`config.mk`:
```
export PLATFORM = sky130hd
export DESIGN_NAME = ond_detector
export DESIGN_NICKNAME = d
export VERILOG_FILES = /design/src/ond_pkg.sv /design/src/ond_detector.sv /design/src/ond_mag_cmp.sv
export VERILOG_INCLUDE_DIRS = /design/src
export SDC_FILE = /design/constraint.sdc
export NUM_CORES = 1
export LEC_CHECK = 0
export ABC_AREA = 1
export BUFFER_PORTS_ARGS = -buffer_cell sky130_fd_sc_hd__buf_2
export CORE_UTILIZATION = 50
export DETAILED_ROUTE_END_ITERATION = 12
export GPL_TIMING_DRIVEN = 0
export HOLD_SLACK_MARGIN = 0.02
export MAX_ROUTING_LAYER = met4
export PLACE_DENSITY = 0.73
export SYNTH_ARGS = -nofsm -noshare
export SYNTH_HDL_FRONTEND = slang
export SYNTH_SLANG_ARGS = --single-unit
export TNS_END_PERCENT = 100
```
`constraint.sdc`:
```
create_clock -name core_clk_in -period 12.2 [get_ports core_clk_in]
set_input_delay 1.22 -clock core_clk_in [delete_from_list [all_inputs] [get_ports core_clk_in]]
set_output_delay 1.22 -clock core_clk_in [all_outputs]
set_load 0.03 [all_outputs]
```
`src/ond_map.svh`:
```
// Register offsets, field positions, reset values and timing periods in ns
// for the over-limit and neutral mismatch detector.
// Included by the design modules and the testbench; definitions only.
`ifndef OND_MAP_SVH
`define OND_MAP_SVH

// Byte offsets on the register port
`define OND_OFS_VOLT_THR 16'h0000
`define OND_OFS_CURR_THR 16'h0004
`define OND_OFS_PHASE_CURRENT_SUM 16'h0008
`define OND_OFS_SUM_THR 16'h000c
`define OND_OFS_STATUS_ZERO 16'h0010
`define OND_OFS_STATUS_ONE 16'h0014
`define OND_OFS_PHASE_STATUS 16'h0018
`define OND_OFS_MASK_ZERO 16'h001c
`define OND_OFS_MASK_ONE 16'h0020
`define OND_OFS_CONFIG_THREE 16'h0024

// Field positions
`define OND_BIT_DONE 17
`define OND_BIT_OVERCURRENT 17
`define OND_BIT_OVERVOLTAGE 18
`define OND_BIT_MISMATCH 20
`define OND_LSB_OV_PHASE 9
`define OND_LSB_OI_PHASE 3
`define OND_BIT_NEUTRAL_SEL 2

// Reset values and magnitude limit
`define OND_RST_OVERLIMIT_THR 24'h514791
`define OND_RST_SUM_THR 24'h000000
`define OND_MAX_MAGNITUDE 24'h514791

// Sample period and core clock period, in ns
`define OND_SAMPLE_PERIOD_NS 125000
`define OND_CLK_PERIOD_NS 8

`endif

```
`src/ond_pkg.sv`:
```
// Types shared by the detector modules.
// Assumes ond_map.svh supplies the numeric constants.
package ond_pkg;

    // Gray coded along idle, capture, sum, compare
    typedef enum logic [1:0] {
        OND_IDLE = 2'b00,
        OND_CAPTURE = 2'b01,
        OND_SUM = 2'b11,
        OND_COMPARE = 2'b10
    } ond_state_t;

    typedef logic signed [23:0] ond_sample_t;
    typedef logic signed [27:0] ond_wide_t;

endpackage

```
`src/ond_detector.sv`:
```
// Over-limit and neutral mismatch detector: sample sequencing, register
// port, sticky status flags and the two active-low interrupt lines.
// Assumes samples on the inputs are held steady by the sample source
// and that the register port is driven synchronously to core_clk_in.
`timescale 1ns/100ps
`include "ond_map.svh"

module ond_detector
#(
    parameter int SAMPLE_PERIOD_CYC = `OND_SAMPLE_PERIOD_NS / `OND_CLK_PERIOD_NS
)
(
    input wire logic core_clk_in,
    input wire logic rst_n_in,
    input wire ond_pkg::ond_sample_t phase_a_voltage_sample_in,
    input wire ond_pkg::ond_sample_t phase_b_voltage_sample_in,
    input wire ond_pkg::ond_sample_t phase_c_voltage_sample_in,
    input wire ond_pkg::ond_sample_t phase_a_current_sample_in,
    input wire ond_pkg::ond_sample_t phase_b_current_sample_in,
    input wire ond_pkg::ond_sample_t phase_c_current_sample_in,
    input wire ond_pkg::ond_sample_t neutral_current_sample_in,
    input wire logic reg_wr_en_in,
    input wire logic reg_rd_en_in,
    input wire logic [15:0] reg_addr_in,
    input wire logic [31:0] reg_wdata_in,
    output logic [31:0] reg_rdata_out,
    output logic reg_rdata_valid_out,
    output logic interrupt_line_zero_n_out,
    output logic interrupt_line_one_n_out,
    output ond_pkg::ond_wide_t neutral_rms_source_out,
    output logic sample_done_out
);
    import ond_pkg::*;

    localparam int PERIOD_W = $clog2(SAMPLE_PERIOD_CYC + 1);

    ond_state_t state_q;
    logic [PERIOD_W-1:0] tick_cnt_q;
    logic tick;

    logic [23:0] volt_thr_q;
    logic [23:0] curr_thr_q;
    logic [23:0] sum_thr_q;
    logic [31:0] mask_zero_q;
    logic [31:0] mask_one_q;
    logic neutral_sel_q;

    ond_sample_t volt_smp [3];
    ond_sample_t curr_smp [3];
    ond_sample_t curr_cap_q [3];
    ond_sample_t neutral_cap_q;
    ond_wide_t phase_current_sum_q;
    ond_wide_t neutral_rms_src_q;

    logic [2:0] ov_hit;
    logic [2:0] oi_hit;
    logic ov_flag_q;
    logic oi_flag_q;
    logic mis_flag_q;
    logic done_flag_q;
    logic [2:0] ov_phase_q;
    logic [2:0] oi_phase_q;
    logic mis_set;
    logic done_set;

    logic wr_status_one;
    logic wr_status_zero;
    logic [31:0] status_one_view;
    logic [31:0] status_zero_view;
    logic [31:0] phase_status_view;
    logic [31:0] rdata_q;
    logic rvalid_q;

    ond_wide_t phase_current_sum_mag;
    ond_wide_t neutral_mag;
    ond_wide_t mag_diff;
    ond_wide_t sum_thr_ext;

    assign volt_smp[0] = phase_a_voltage_sample_in;
    assign volt_smp[1] = phase_b_voltage_sample_in;
    assign volt_smp[2] = phase_c_voltage_sample_in;
    assign curr_smp[0] = phase_a_current_sample_in;
    assign curr_smp[1] = phase_b_current_sample_in;
    assign curr_smp[2] = phase_c_current_sample_in;

    // Sample-rate tick; shorten the period in simulation via the parameter
    assign tick = (tick_cnt_q == PERIOD_W'(SAMPLE_PERIOD_CYC - 1));

    always_ff @(posedge core_clk_in or negedge rst_n_in)
    begin
        if (!rst_n_in)
            tick_cnt_q <= '0;
        else if (tick)
            tick_cnt_q <= '0;
        else
            tick_cnt_q <= tick_cnt_q + PERIOD_W'(1);
    end

    always_ff @(posedge core_clk_in or negedge rst_n_in)
    begin
        if (!rst_n_in)
            state_q <= OND_IDLE;
        else
        begin
            case (state_q)
                OND_IDLE:
                    if (tick)
                        state_q <= OND_CAPTURE;
                OND_CAPTURE:
                    state_q <= OND_SUM;
                OND_SUM:
                    state_q <= OND_COMPARE;
                OND_COMPARE:
                    state_q <= OND_IDLE;
                default:
                    state_q <= OND_IDLE;
            endcase
        end
    end

    // Latch current and neutral samples with the tick
    always_ff @(posedge core_clk_in or negedge rst_n_in)
    begin
        if (!rst_n_in)
        begin
            for (int i = 0; i < 3; i++)
                curr_cap_q[i] <= '0;
            neutral_cap_q <= '0;
        end
        else if (state_q == OND_IDLE && tick)
        begin
            for (int i = 0; i < 3; i++)
                curr_cap_q[i] <= curr_smp[i];
            neutral_cap_q <= neutral_current_sample_in;
        end
    end

    // Per-phase comparators; results valid in the capture state
    genvar g;
    generate
        for (g = 0; g < 3; g++)
        begin : g_phase
            ond_mag_cmp u_volt_cmp
            (
                .core_clk_in(core_clk_in),
                .rst_n_in(rst_n_in),
                .sample_en_in(state_q == OND_IDLE && tick),
                .sample_in(volt_smp[g]),
                .threshold_in(volt_thr_q),
                .over_out(ov_hit[g])
            );
            ond_mag_cmp u_curr_cmp
            (
                .core_clk_in(core_clk_in),
                .rst_n_in(rst_n_in),
                .sample_en_in(state_q == OND_IDLE && tick),
                .sample_in(curr_smp[g]),
                .threshold_in(curr_thr_q),
                .over_out(oi_hit[g])
            );
        end
    endgenerate

    // 28-bit signed sum of phase currents
    always_ff @(posedge core_clk_in or negedge rst_n_in)
    begin
        if (!rst_n_in)
            phase_current_sum_q <= '0;
        else if (state_q == OND_CAPTURE)
            phase_current_sum_q <= 28'(curr_cap_q[0]) + 28'(curr_cap_q[1]) + 28'(curr_cap_q[2]);
    end

    // Magnitudes of sum and neutral; 28 bits avoid overflow
    assign phase_current_sum_mag = phase_current_sum_q[27] ? (-phase_current_sum_q) : phase_current_sum_q;
    assign neutral_mag = neutral_cap_q[23] ? (-28'(neutral_cap_q)) : 28'(neutral_cap_q);
    assign mag_diff = (phase_current_sum_mag > neutral_mag) ? (phase_current_sum_mag - neutral_mag)
                                               : (neutral_mag - phase_current_sum_mag);
    assign sum_thr_ext = 28'(signed'(sum_thr_q));

    // zero or negative threshold always trips
    assign mis_set = (state_q == OND_COMPARE) &&
                     ((sum_thr_ext <= 28'sh0000000) || (mag_diff > sum_thr_ext));
    // done once the fresh sum is stored
    assign done_set = (state_q == OND_SUM);

    always_ff @(posedge core_clk_in or negedge rst_n_in)
    begin
        if (!rst_n_in)
            neutral_rms_src_q <= '0;
        else if (state_q == OND_SUM)
            neutral_rms_src_q <= neutral_sel_q ? phase_current_sum_q : 28'(neutral_cap_q);
    end

    assign wr_status_one = reg_wr_en_in && (reg_addr_in == `OND_OFS_STATUS_ONE);
    assign wr_status_zero = reg_wr_en_in && (reg_addr_in == `OND_OFS_STATUS_ZERO);

    // overvoltage flag and phase bits, set wins over clear
    // write one clears flag and all phase bits
    always_ff @(posedge core_clk_in or negedge rst_n_in)
    begin
        if (!rst_n_in)
        begin
            ov_flag_q <= 1'b0;
            ov_phase_q <= 3'h0;
        end
        else
        begin
            if (wr_status_one && reg_wdata_in[`OND_BIT_OVERVOLTAGE])
            begin
                ov_flag_q <= |ov_hit;
                ov_phase_q <= ov_hit;
            end
            else
            begin
                ov_flag_q <= ov_flag_q | (|ov_hit);
                ov_phase_q <= ov_phase_q | ov_hit;
            end
        end
    end

    // write one clears flag and all phase bits
    always_ff @(posedge core_clk_in or negedge rst_n_in)
    begin
        if (!rst_n_in)
        begin
            oi_flag_q <= 1'b0;
            oi_phase_q <= 3'h0;
        end
        else
        begin
            if (wr_status_one && reg_wdata_in[`OND_BIT_OVERCURRENT])
            begin
                oi_flag_q <= |oi_hit;
                oi_phase_q <= oi_hit;
            end
            else
            begin
                oi_flag_q <= oi_flag_q | (|oi_hit);
                oi_phase_q <= oi_phase_q | oi_hit;
            end
        end
    end

    // mismatch flag, write one clears, set wins
    always_ff @(posedge core_clk_in or negedge rst_n_in)
    begin
        if (!rst_n_in)
            mis_flag_q <= 1'b0;
        else
            mis_flag_q <= (mis_flag_q &
                           ~(wr_status_one && reg_wdata_in[`OND_BIT_MISMATCH])) | mis_set;
    end

    always_ff @(posedge core_clk_in or negedge rst_n_in)
    begin
        if (!rst_n_in)
            done_flag_q <= 1'b0;
        else
            done_flag_q <= (done_flag_q &
                            ~(wr_status_zero && reg_wdata_in[`OND_BIT_DONE])) | done_set;
    end

    // Configuration and threshold writes
    // mismatch threshold resets to zero
    always_ff @(posedge core_clk_in or negedge rst_n_in)
    begin
        if (!rst_n_in)
        begin
            volt_thr_q <= `OND_RST_OVERLIMIT_THR;
            curr_thr_q <= `OND_RST_OVERLIMIT_THR;
            sum_thr_q <= `OND_RST_SUM_THR;
            mask_zero_q <= 32'h00000000;
            mask_one_q <= 32'h00000000;
            neutral_sel_q <= 1'b0;
        end
        else if (reg_wr_en_in)
        begin
            case (reg_addr_in)
                `OND_OFS_VOLT_THR: volt_thr_q <= reg_wdata_in[23:0];
                `OND_OFS_CURR_THR: curr_thr_q <= reg_wdata_in[23:0];
                `OND_OFS_SUM_THR: sum_thr_q <= reg_wdata_in[23:0];
                `OND_OFS_MASK_ZERO: mask_zero_q <= reg_wdata_in;
                `OND_OFS_MASK_ONE: mask_one_q <= reg_wdata_in;
                `OND_OFS_CONFIG_THREE: neutral_sel_q <= reg_wdata_in[`OND_BIT_NEUTRAL_SEL];
                default: ;
            endcase
        end
    end

    always_comb
    begin
        status_one_view = 32'h00000000;
        status_one_view[`OND_BIT_OVERVOLTAGE] = ov_flag_q;
        status_one_view[`OND_BIT_OVERCURRENT] = oi_flag_q;
        status_one_view[`OND_BIT_MISMATCH] = mis_flag_q;
        status_zero_view = 32'h00000000;
        status_zero_view[`OND_BIT_DONE] = done_flag_q;
        phase_status_view = 32'h00000000;
        phase_status_view[`OND_LSB_OV_PHASE +: 3] = ov_phase_q;
        phase_status_view[`OND_LSB_OI_PHASE +: 3] = oi_phase_q;
    end

    // Read data registered; unmapped offsets read zero
    always_ff @(posedge core_clk_in or negedge rst_n_in)
    begin
        if (!rst_n_in)
        begin
            rdata_q <= 32'h00000000;
            rvalid_q <= 1'b0;
        end
        else
        begin
            rvalid_q <= reg_rd_en_in;
            if (reg_rd_en_in)
            begin
                case (reg_addr_in)
                    `OND_OFS_VOLT_THR: rdata_q <= {8'h00, volt_thr_q};
                    `OND_OFS_CURR_THR: rdata_q <= {8'h00, curr_thr_q};
                    `OND_OFS_PHASE_CURRENT_SUM: rdata_q <= {4'h0, phase_current_sum_q};
                    `OND_OFS_SUM_THR: rdata_q <= {4'h0, sum_thr_ext};
                    `OND_OFS_STATUS_ZERO: rdata_q <= status_zero_view;
                    `OND_OFS_STATUS_ONE: rdata_q <= status_one_view;
                    `OND_OFS_PHASE_STATUS: rdata_q <= phase_status_view;
                    `OND_OFS_MASK_ZERO: rdata_q <= mask_zero_q;
                    `OND_OFS_MASK_ONE: rdata_q <= mask_one_q;
                    `OND_OFS_CONFIG_THREE: rdata_q <= 32'({neutral_sel_q, 2'b00});
                    default: rdata_q <= 32'h00000000;
                endcase
            end
        end
    end

    // line follows masked flags in the same cycle
    // overcurrent gated by its mask bit
    // mismatch gated by its mask bit
    assign interrupt_line_one_n_out = ~(|(status_one_view & mask_one_q));
    assign interrupt_line_zero_n_out = ~(|(status_zero_view & mask_zero_q));

    assign reg_rdata_out = rdata_q;
    assign reg_rdata_valid_out = rvalid_q;
    assign neutral_rms_source_out = neutral_rms_src_q;
    assign sample_done_out = done_flag_q;

endmodule // ond_detector

```
`src/ond_mag_cmp.sv`:
```
// One magnitude-versus-threshold comparator for a single phase sample.
// Assumes the caller pulses sample_en_in once per captured sample set.
`timescale 1ns/100ps
`include "ond_map.svh"

module ond_mag_cmp
(
    input wire logic core_clk_in,
    input wire logic rst_n_in,
    input wire logic sample_en_in,
    input wire ond_pkg::ond_sample_t sample_in,
    input wire logic [23:0] threshold_in,
    output logic over_out
);
    import ond_pkg::*;

    logic [23:0] mag;
    logic over_q;
    logic over_d;

    // Full-scale negative magnitude still fits the unsigned 24 bits
    assign mag = sample_in[23] ? 24'((~sample_in) + 24'sh000001) : 24'(sample_in);

    always_comb
    begin
        if (threshold_in == 24'h000000)
            over_d = 1'b1;
        else if (threshold_in >= `OND_MAX_MAGNITUDE)
            over_d = 1'b0;
        else
            over_d = (mag > threshold_in);
    end

    always_ff @(posedge core_clk_in or negedge rst_n_in)
    begin
        if (!rst_n_in)
            over_q <= 1'b0;
        else if (sample_en_in)
            over_q <= over_d;
        else
            over_q <= 1'b0;
    end

    assign over_out = over_q;

endmodule // ond_mag_cmp

```
# Yosys cells after proc, flatten, opt, wreduce, memory -nomap -nowiden
# Cells that the tools add are included.
[totals]
regBits = 354
in_bits = 220
elab_cells = 145
output_inout_bits = 64
[classes]
n_reduce_logical = 23
magnitude_cmp = 11
addsub = 13
bitwise_logic = 20
mux = 36
eq_ne = 14
[op_table]
columns = ["operator", "n"]
rows = [
  ["$pmux W32 S10", 1],
  ["$add A24 B2 Y24 const B", 6],
  ["$gt A24 B24 Y1", 6],
  ["$mux W24", 6],
  ["$not A24 Y24", 6],
  ["$mux W28", 4],
  ["$eq A16 B5 Y1 const B", 4],
  ["$reduce_or A32 Y1", 2],
  ["$sub A28 B28 Y28", 2],
  ["$ge A24 B23 Y1 const B", 2],
  ["$logic_not A24 Y1", 2],
  ["$and A18 B32 Y32", 1],
  ["$and A21 B32 Y32", 1],
  ["$eq A16 B4 Y1 const B", 2],
  ["$eq A16 B6 Y1 const B", 2],
  ["$gt A28 B24 Y1", 1],
  ["$gt A28 B28 Y1", 1],
  ["$neg A24 Y28", 1],
  ["$neg A28 Y28", 1],
  ["$add A25 B24 Y26", 1],
  ["$add A24 B24 Y25", 1],
  ["$le A24 B1 Y1 const B", 1],
  ["$mux W1", 20],
  ["$eq A16 B3 Y1 const B", 1],
  ["other kinds (19)", 42],
]

# Depth between registers and ports, before layout
# Gate-level depths: netlist (run 1).
[depth]
word_depth = 8
ltp_mapped = 43
depth_no_buf = 42

# By module
# From an unflattened synthesis (run 1), not the netlist that was laid out.
[hier_totals]
cells_unflattened = 4745
area_unflattened_um2 = 31283.8
[modules_own_cells]
columns = ["module", "cells_each", "n_inst", "seq_area_each_um2", "area_per_inst_um2"]
rows = [
  ["ond_detector", 3209, 1, 8633.3, 22770.6],
  ["ond_mag_cmp", 256, 6, 25.0, 1418.9],
]

# Worst setup path after synthesis (run 1)
# OpenSTA, ideal clock, no wires.
[synth_timing]
path_type = "register to register"
from = "register phase_current_sum_q[0]"
to = "register mis_flag_q"
path_stages_with_launch = 37
path_buffers = 2
slack_ns = 7.658
synth_period_minus_slack_ns = 4.542
setup_time_ns = 0.120
required_time_ns = 12.080
arrival_ns = 4.421
path_cell_list = "dfrtp_1 -> inv_1 -> ha_1 -> nand3_1 -> nor2_1 -> nand3_1 -> o21ai_1 -> nand2_1 -> or2_1 -> xor2_1 -> ha_1 -> buf_2 -> nand2_1 -> inv_2 -> nand2_1 -> nand2_1 -> nand2_1 -> nand3_1 -> a21oi_2 -> nand3_2 -> nand2_2 -> nor2_4 -> buf_6 -> nor2_1 -> nor2_1 -> ha_1 -> nand2_1 -> nor2_1 -> nand2_1 -> nor3b_1 -> nand2_1 -> nand2_1 -> nand2_1 -> nand3_1 -> nand2_1 -> nand2_1 -> nand2_1"
[synth_via]
elab_chain_cells = 8
elab_cells_between_ends = 10
cone_classes = "3 x add/sub; 2 x order compare; 2 x mux; 1 x bitwise; 2 x reduce/logical"
[synth_rtl]
columns = ["item", "line", "rtl"]
rows = [
  ["start, declared", "ond_detector.sv:52", "ond_wide_t phase_current_sum_q;"],
  ["start signal, assigned", "ond_detector.sv:170", "phase_current_sum_q <= 28'(curr_cap_q[0]) + 28'(curr_cap_q[1]) + 28'(curr_cap_q[2]);"],
  ["$neg A28 Y28", "ond_detector.sv:174", "assign phase_current_sum_mag = phase_current_sum_q[27] ? (-phase_current_sum_q) : phase_current_sum_q;"],
  ["$mux W28 (*)", "ond_detector.sv:174", ""],
  ["$sub A28 B28 Y28 (tied with other cells)", "ond_detector.sv:177", ": (neutral_mag - phase_current_sum_mag);"],
  ["$mux W28 (*)", "ond_detector.sv:176", "assign mag_diff = (phase_current_sum_mag > neutral_mag) ? (phase_current_sum_mag - neutral_mag)"],
  ["$gt A28 B24 Y1 (*)", "ond_detector.sv:182", "((sum_thr_ext <= 28'sh0000000) || (mag_diff > sum_thr_ext));"],
  ["$logic_or A1 B1 Y1 (*)", "ond_detector.sv:182", ""],
  ["$logic_and A1 B1 Y1 (*)", "ond_detector.sv:181", "assign mis_set = (state_q == OND_COMPARE) &&"],
  ["$or A1 B1 Y1 (*)", "ond_detector.sv:250", "mis_flag_q <= (mis_flag_q &"],
  ["end signal, assigned", "ond_detector.sv:250", ""],
  ["end, declared", "ond_detector.sv:59", "logic mis_flag_q;"],
]
# Every way passes the cells marked *; elsewhere a longest branch is shown, timed or not.
# A chain may end at the register's enable or synchronous reset.

# Worst setup path after layout (run 1)
# Same ends and word-level chain as after synthesis.

==> key figures, run 1 <==
Finish
  • Area growth from synthesis to layout: 13.1%
  • Register Area: ~0.0088 mm²
  • Fill cell count: roughly 5800
  • Multi-input gate area: ~0.018 mm²
  • Final instance area: around 0.033 mm²
  • Share of layout cells above drive strength 1: 9.99%
  • Nets: slightly above 5000

Setup path
  • Worst setup SP type: flop
  • Worst Path Required: roughly 13 ns
  • CP max-delay cell: dfrtp_1
  • FF-to-FF Start: phase_current_sum_q[0]
  • Depth of the most critical reg-to-reg path: 35
  • Worst R2R Setup Slack: approximately 6.2 ns
  • Crit path max fanout: 10
  • Crit end category: flop
  • CP dominant cell by count: nand2_1
  • Critical path type: flop to flop
  • CP peak stage delay: between 0.4 and 0.5 ns
  • Crit path arrival time: ~6.5 ns
  • Crit Reg-Reg Endpoint: mis_flag_q

STA
  • Tcrit/Tclk final: roughly half
  • Fmax: around 170 MHz
  • Setup TNS: 0 ns
  • Final Max Slew Viols: 0
  • Final hold vios: 0
  • Final min period: approximately 6.0 ns
  • WHS: 0.479 ns
  • Final setup viols: 0
  • Relative slew slack: 45.9%
  • Slew @ Worst Pin: ~0.8 ns
  • Clock Skew: between 0.03 and 0.04 ns
  • Final worst slack: between 6 and 7 ns
  • RSZ-0062 raised after global routing: no

Placed design
  • DP Area: roughly 0.032 mm²
  • Routability congestion estimate from global placement: just over 1
  • Final HPWL DP: ~87000 µm
  • Pre-CTS WS: around 6.3 ns
  • # port buffers: 280

Synthesis
  • Count leader, synth: nand2_1
  • Distinct cell type count after synthesis: 55
  • Synth area leader: dfrtp_1
  • Main flop type after synthesis: dfrtp_1
  • Commonest cells in the netlist: nand2_1, inv_1, nor2_1
  • Top cells by area, synth: dfrtp_1, nand2_1, ha_1, inv_1, xor2_1
  • YS warnings: 0
  • Post-Synthesis Cell Area: 0.0293 mm²
  • Sequential area share after synthesis: ~30%
  • Async S/R FF share, synth: between 90% and 100%
  • Synth Area per Inst: 6.96 µm²
  • Synth top area share: approximately 28%
  • Number of flops mapped to enable cells by yosys: 0
  • FF+latch count, synth: 350
  • Post-Syn Instances: about 4200

Global routing
  • Vias in the first global route: 28300
  • Gr usage total: between 30% and 40%
  • First-pass GRT wire length: ~160000 µm
  • Initial antenna violation count: 1
  • Largest net degree at the start of global routing: around 110
  • Gr ovfl total: 0

Job
  • # Max-Cap Violations: 0

Clock network
  • Clk buf depth: 3
  • TritonCTS clock tree: built
  • Setup Buffers After CTS: 0
  • CTS resizes: 0
  • H-tree depth: 2
  • Cts hold-fix bufs: 0
  • Clk sink count: 350
  • Num CTS Buffers: 40
  • Skew-Pair Late Insertion Delay: ~0.6 ns
  • Root buffer cell: clkbuf_16
  • Worst-path clk slew: about 0.060 ns

Power and ir drop
  • Max VDD drop: between 70 and 80 µV
  • PwrDens: 91.2 mW/mm²
  • P_leak: 17.0 nW
  • Total power: between 3 and 4 mW

Min path
  • HP Class: flop to flop
  • Hold path startpoint: reg_rdata_out[27]
  • Hold EP: reg_rdata_out[27]
  • Min-Delay Path Depth: 2

Floorplan
  • Area of the core: 0.0578 mm²
  • Core Rows: between 80 and 90
  • Die W: between 200 and 250 µm
  • Starting Density: 50.7%
  • Die Y: about 240 µm
  • Io pins: roughly 280
  • Total Die Area: 0.0596 mm²

Route
  • Via count: roughly 30000
  • Avg WL per Cell: roughly 20 µm
  • DRC violations left: 0
  • Vias per cell: between 5 and 6
  • WL final: between 100000 and 150000 µm
  • Detailed Route Iter0 Violations: 2855
  • ANT nets after route: 0
  • Pre-antenna DRT Iters: 6

Run status
  • Status: finished clean
-- registers in the layout, summed over array words and instances (netlist names) --
signal                       count
neutral_sel_q                    1
mis_flag_q                       1
curr_thr_q                      24
reg_rdata_out                   32
mask_zero_q                     32
neutral_cap_q                   24
mask_one_q                      32
volt_thr_q                      24
sample_done_out                  1
g_phase.u_volt_cmp.over_out      3
neutral_rms_source_out          26
phase_current_sum_q             26
curr_cap_q                      72
ov_flag_q                        1
reg_rdata_valid_out              1
g_phase.u_curr_cmp.over_out      3
oi_flag_q                        1
sum_thr_q                       24
tick_cnt_q                      14
ov_phase_q                       3
state_q                          2
oi_phase_q                       3
-- worst max path at each step --
| stage | from | end | slack [ns] | cells past startpoint |
|---|---|---|---|---|
| finish | phase_current_sum_q[0] | mis_flag_q | 6.15 | 35 |
| global route | phase_current_sum_q[0] | mis_flag_q | 5.75 | 33 |
| CTS | phase_current_sum_q[0] | mis_flag_q | 6.30 | 35 |
| detailed placement | phase_current_sum_q[0] | mis_flag_q | 6.32 | 35 |
| global placement | rst_n_in | neutral_cap_q[21] | 3.02 | 1 |
| floorplan | phase_current_sum_q[0] | mis_flag_q | 7.66 | 36 |
-- area by class of cell --
type,count,area share [%]
Inverter,607,6.88
Buffer,123,1.57
Timing Repair Buffer,283,4.51
Tap cell,765,2.89
Clock buffer,58,3.44
Sequential cell,350,26.5
Clock inverter,15,0.597
Antenna cell,3,0.0227
Multi-Input combinational cell,3137,53.6
-- per-layer routing --
layer	part of all wire, %	up-vias	global-route usage [%]
met1	41	14000	45.2
met2	46	1300	57.6
met4	6.4	0	20.6
met3	7.2	286	4.76
li1	-	14300	-
met5	0	-	-
-- critical path, delay by kind of cell (launching register included) --
family | cells | cell delay [ns]
simple gates | 25 | 3.23
buf+inv | 4 | 0.65
fa+ha+maj | 3 | 0.68
compound gates | 2 | 0.50
flops | 1 | 0.43
xor+xnor | 1 | 0.43
-- placed cells by master (no fill, tap or decap), drive strengths merged, types with 10 or more instances in the layout --
| cell | Yosys | routed |
|---|---|---|
| fa | 27 | 27 |
| clkinv | 5 | 13 |
| a31oi | 18 | 18 |
| ha | 261 | 261 |
| o22ai | 34 | 34 |
| o31ai | 23 | 23 |
| or2 | 11 | 11 |
| nand3b | 13 | 13 |
| xor2 | 162 | 162 |
| a21oi | 239 | 239 |
| conb | 2 | 10 |
| dfrtp | 330 | 330 |
| nor4 | 21 | 21 |
| nor3 | 60 | 60 |
| o21bai | 18 | 18 |
| o21ai | 349 | 349 |
| nand4 | 92 | 92 |
| xnor2 | 38 | 38 |
| clkbuf | 80 | 138 |
| nand2 | 1110 | 1110 |
| dfstp | 20 | 20 |
| mux2 | 33 | 33 |
| nor2 | 345 | 345 |
| nand3 | 235 | 235 |
| inv | 602 | 605 |
| buf | 43 | 326 |
-- stage by stage --
| stage | util, % | std cells |
|---|---|---|
| 6_report | 57.3 | 5341 |
| 2_1_floorplan | - | 4217 |
| 3_3_place_gp | 54.8 | 5262 |
| 3_5_place_dp | 55.0 | 5265 |
| 4_1_cts | 57.3 | 5338 |
| 5_1_grt | 57.3 | 5339 |
-- logic make-up (layout without fill, tap and decap cells) --
family | count (synthesis) | after routing | share of synthesized area (%)
and+or+nand+nor | 1897 | 1897 | 27.2
buffers and inverters | 730 | 1086 | 9.55
AOI/OAI and AO/OA | 709 | 709 | 13.0
DFF | 350 | 350 | 30.0
adders and majority gates | 288 | 288 | 13.0
xor gates and xnor gates | 200 | 200 | 5.98
muxes | 33 | 33 | 1.27
other | 2 | 13 | 0.0256
-- where the power goes --
group | internal (mW) | switching [mW]
Sequential | 1.17 | 0.00807
Combinational | 0.217 | 0.400
Clock | 0.702 | 0.528
(Power assumes the default switching activity.)
==> inputs of run 2 (changes only) <==
PLACE_DENSITY = 0.76   (was 0.73)
clock period = 5.1 ns   (was 12.2 ns; I/O delays follow)
==> key figures, run 2 (synthesized netlist as in run 1, its figures left out) <==
Route
  • ANT nets after route: 0
  • Pre-antenna DRT Iters: 6
  • DRC violations left: 0
  • WL final: 108000 µm
  • Via count: 30400
  • Vias per cell: around 5.7
  • Avg WL per Cell: between 20 and 25 µm
  • Detailed Route Iter0 Violations: 3033

Clock network
  • Worst-path clk slew: about 0.06 ns
  • Num CTS Buffers: 39
  • Skew-Pair Late Insertion Delay: 0.59 ns
  • Root buffer cell: clkbuf_16
  • Clk buf depth: 3
  • H-tree depth: 2
  • Clk sink count: 350
  • TritonCTS clock tree: built

Finish
  • Multi-input gate area: 0.0184 mm²
  • Diodes inserted: 0
  • Max reg flops: between 70 and 80
  • Fin util: 59.4%
  • Nets: about 5000
  • Fill cell count: around 5500
  • Reg with most FFs: curr_cap_q
  • Share of layout cells above drive strength 1: 13.9%
  • Commonest non-fill, non-tap cell in the layout: nand2_1
  • Area growth from synthesis to layout: 17.3%
  • Register Area: 0.00879 mm²
  • Most frequent cells in the layout: nand2_1, inv_1, dfrtp_1

Floorplan
  • Total Die Area: a little under 0.06 mm²
  • Io pins: about 280
  • Starting Density: about half
  • Area of the core: slightly below 0.06 mm²
  • Die W: between 200 and 250 µm
  • Die Y: approximately 240 µm
  • Core Rows: 88

Power and ir drop
  • P_leak: 17.4 nW
  • Max VDD drop: 255 µV
  • PwrDens: about 220 mW/mm²

STA
  • Final min period: ~5 ns
  • Clock Skew: between 0.03 and 0.04 ns
  • Final setup viols: 0
  • Final hold vios: 0
  • Relative slew slack: ~46%
  • Final Max Slew Viols: 0
  • Fmax: roughly 200 MHz
  • Slew @ Worst Pin: 0.811 ns
  • Tcrit/Tclk final: a little over nine tenths
  • Final worst slack: approximately 0.14 ns

Setup path
  • Crit path arrival time: between 5 and 6 ns
  • CP max-delay cell: ha_1
  • Crit path launch: phase_current_sum_q[2]
  • Critical path type: flop to flop
  • Depth of the most critical reg-to-reg path: 32
  • CP peak stage delay: 0.42 ns
  • FF-to-FF Start: phase_current_sum_q[2]
  • Worst setup SP type: flop
  • CP dominant cell by count: nand2_1
  • Worst Path Required: between 5 and 6 ns
  • Crit end category: flop
  • Crit path max fanout: 7

Global routing
  • Gr usage total: between 30 and 40%
  • First-pass GRT wire length: ~160000 µm
  • Vias in the first global route: between 20000 and 30000
  • Met2 Use GR: 57.7%
  • Largest net degree at the start of global routing: 123
  • Gr ovfl total: 0
  • Grt met1 use: 44.9%
  • Initial antenna violation count: 0
  • GR peak layer: met2
  • Met3 usage: under 10%

Job
  • # Max-Cap Violations: 0

Placed design
  • Routability congestion estimate from global placement: 1.01
  • # port buffers: between 200 and 300
  • Final HPWL DP: 86400 µm
  • Pre-CTS WS: -0.704 ns

Run status
  • Status: finished clean

Min path
  • HP Class: primary input to flop
  • Min-Delay Path Depth: 1
  • Hold path startpoint: reg_rd_en_in
==> run 2: changes by cell type in the layout (fill, tap and decap cells not counted), sizes merged <==
cell / change
inv: -1
diode: -3
buf: +44
dlygate4sd3: +1
bufinv: +6
clkinvlp: +2
clkinv: -1
clkbuf: -6
==> run 2: path summary, 6_finish.rpt <==
path	endpoint	slack, ns
max	mis_flag_q	0.14
min	reg_rdata_valid_out	0.06
max reg2reg	mis_flag_q	0.14
min reg2reg	oi_phase_q[0]	0.47
max in group asynchronous	state_q[1]	2.82
min in group asynchronous	curr_thr_q[18]	0.46
==> run 2: area by class of cell <==
class                   instances  share of cell area (%)
well taps                     765                    2.79
plain buffers                 123                    1.67
repair buffers                330                    5.53
multi-input cells            3137                    53.6
clock inverters                21                    1.11
clock buffers                  50                    3.11
flip-flops and latches        350                    25.6
inverters                     607                    6.65
==> run 2: critical path, delay by kind of cell (launching register included) <==
family          cells  cell delay, ns
compound gates      2            0.40
simple gates       22            2.66
buf+inv             6            0.66
flops               1            0.41
fa+ha+maj           2            0.70
==> run 2: through the flow <==
| stage | std cells | hold slack, ns | total power [mW] | setup TNS, ns | instance area, µm² |
|---|---|---|---|---|---|
| floorplan | 4217 | 0.214 | 3.78 | 0 | 29300 |
| global placement | 5262 | 0.458 | 4.26 | -1098.70 | 31700 |
| detailed placement | 5265 | 0.461 | 4.30 | -0.704 | 31800 |
| CTS | 5346 | 0.0603 | 7.46 | 0 | 33500 |
| global route | 5383 | 0.0697 | 7.88 | -0.133 | 34400 |
| finish | 5383 | 0.0636 | 7.59 | 0 | 34400 |
==> run 2: report_power, final <==
part	internal (mW)	switching (mW)	leakage (nW)	total [mW]
logic	0.590	1.00	12.4	1.59
clock network	1.92	1.27	0.695	3.19
registers	2.79	0.0217	4.35	2.81
total	5.30	2.29	17.4	7.59
==> run 2: per-layer routing <==
metal | part of all wire [%] | up-vias
met3 | 7.1 | 340
met1 | 40 | 14300
li1 | - | 14400
met4 | 6.6 | 0
met5 | 0 | -
met2 | 46 | 1384
==> run 2: what timing repair did <==
action,4_1_cts,5_1_grt
resized for setup,35,172
pin swaps,7,64
hold endpoints to repair,61,0
gates cloned,0,2
setup buffers,9,35
hold buffers,1,0
setup endpoints to repair,1,1
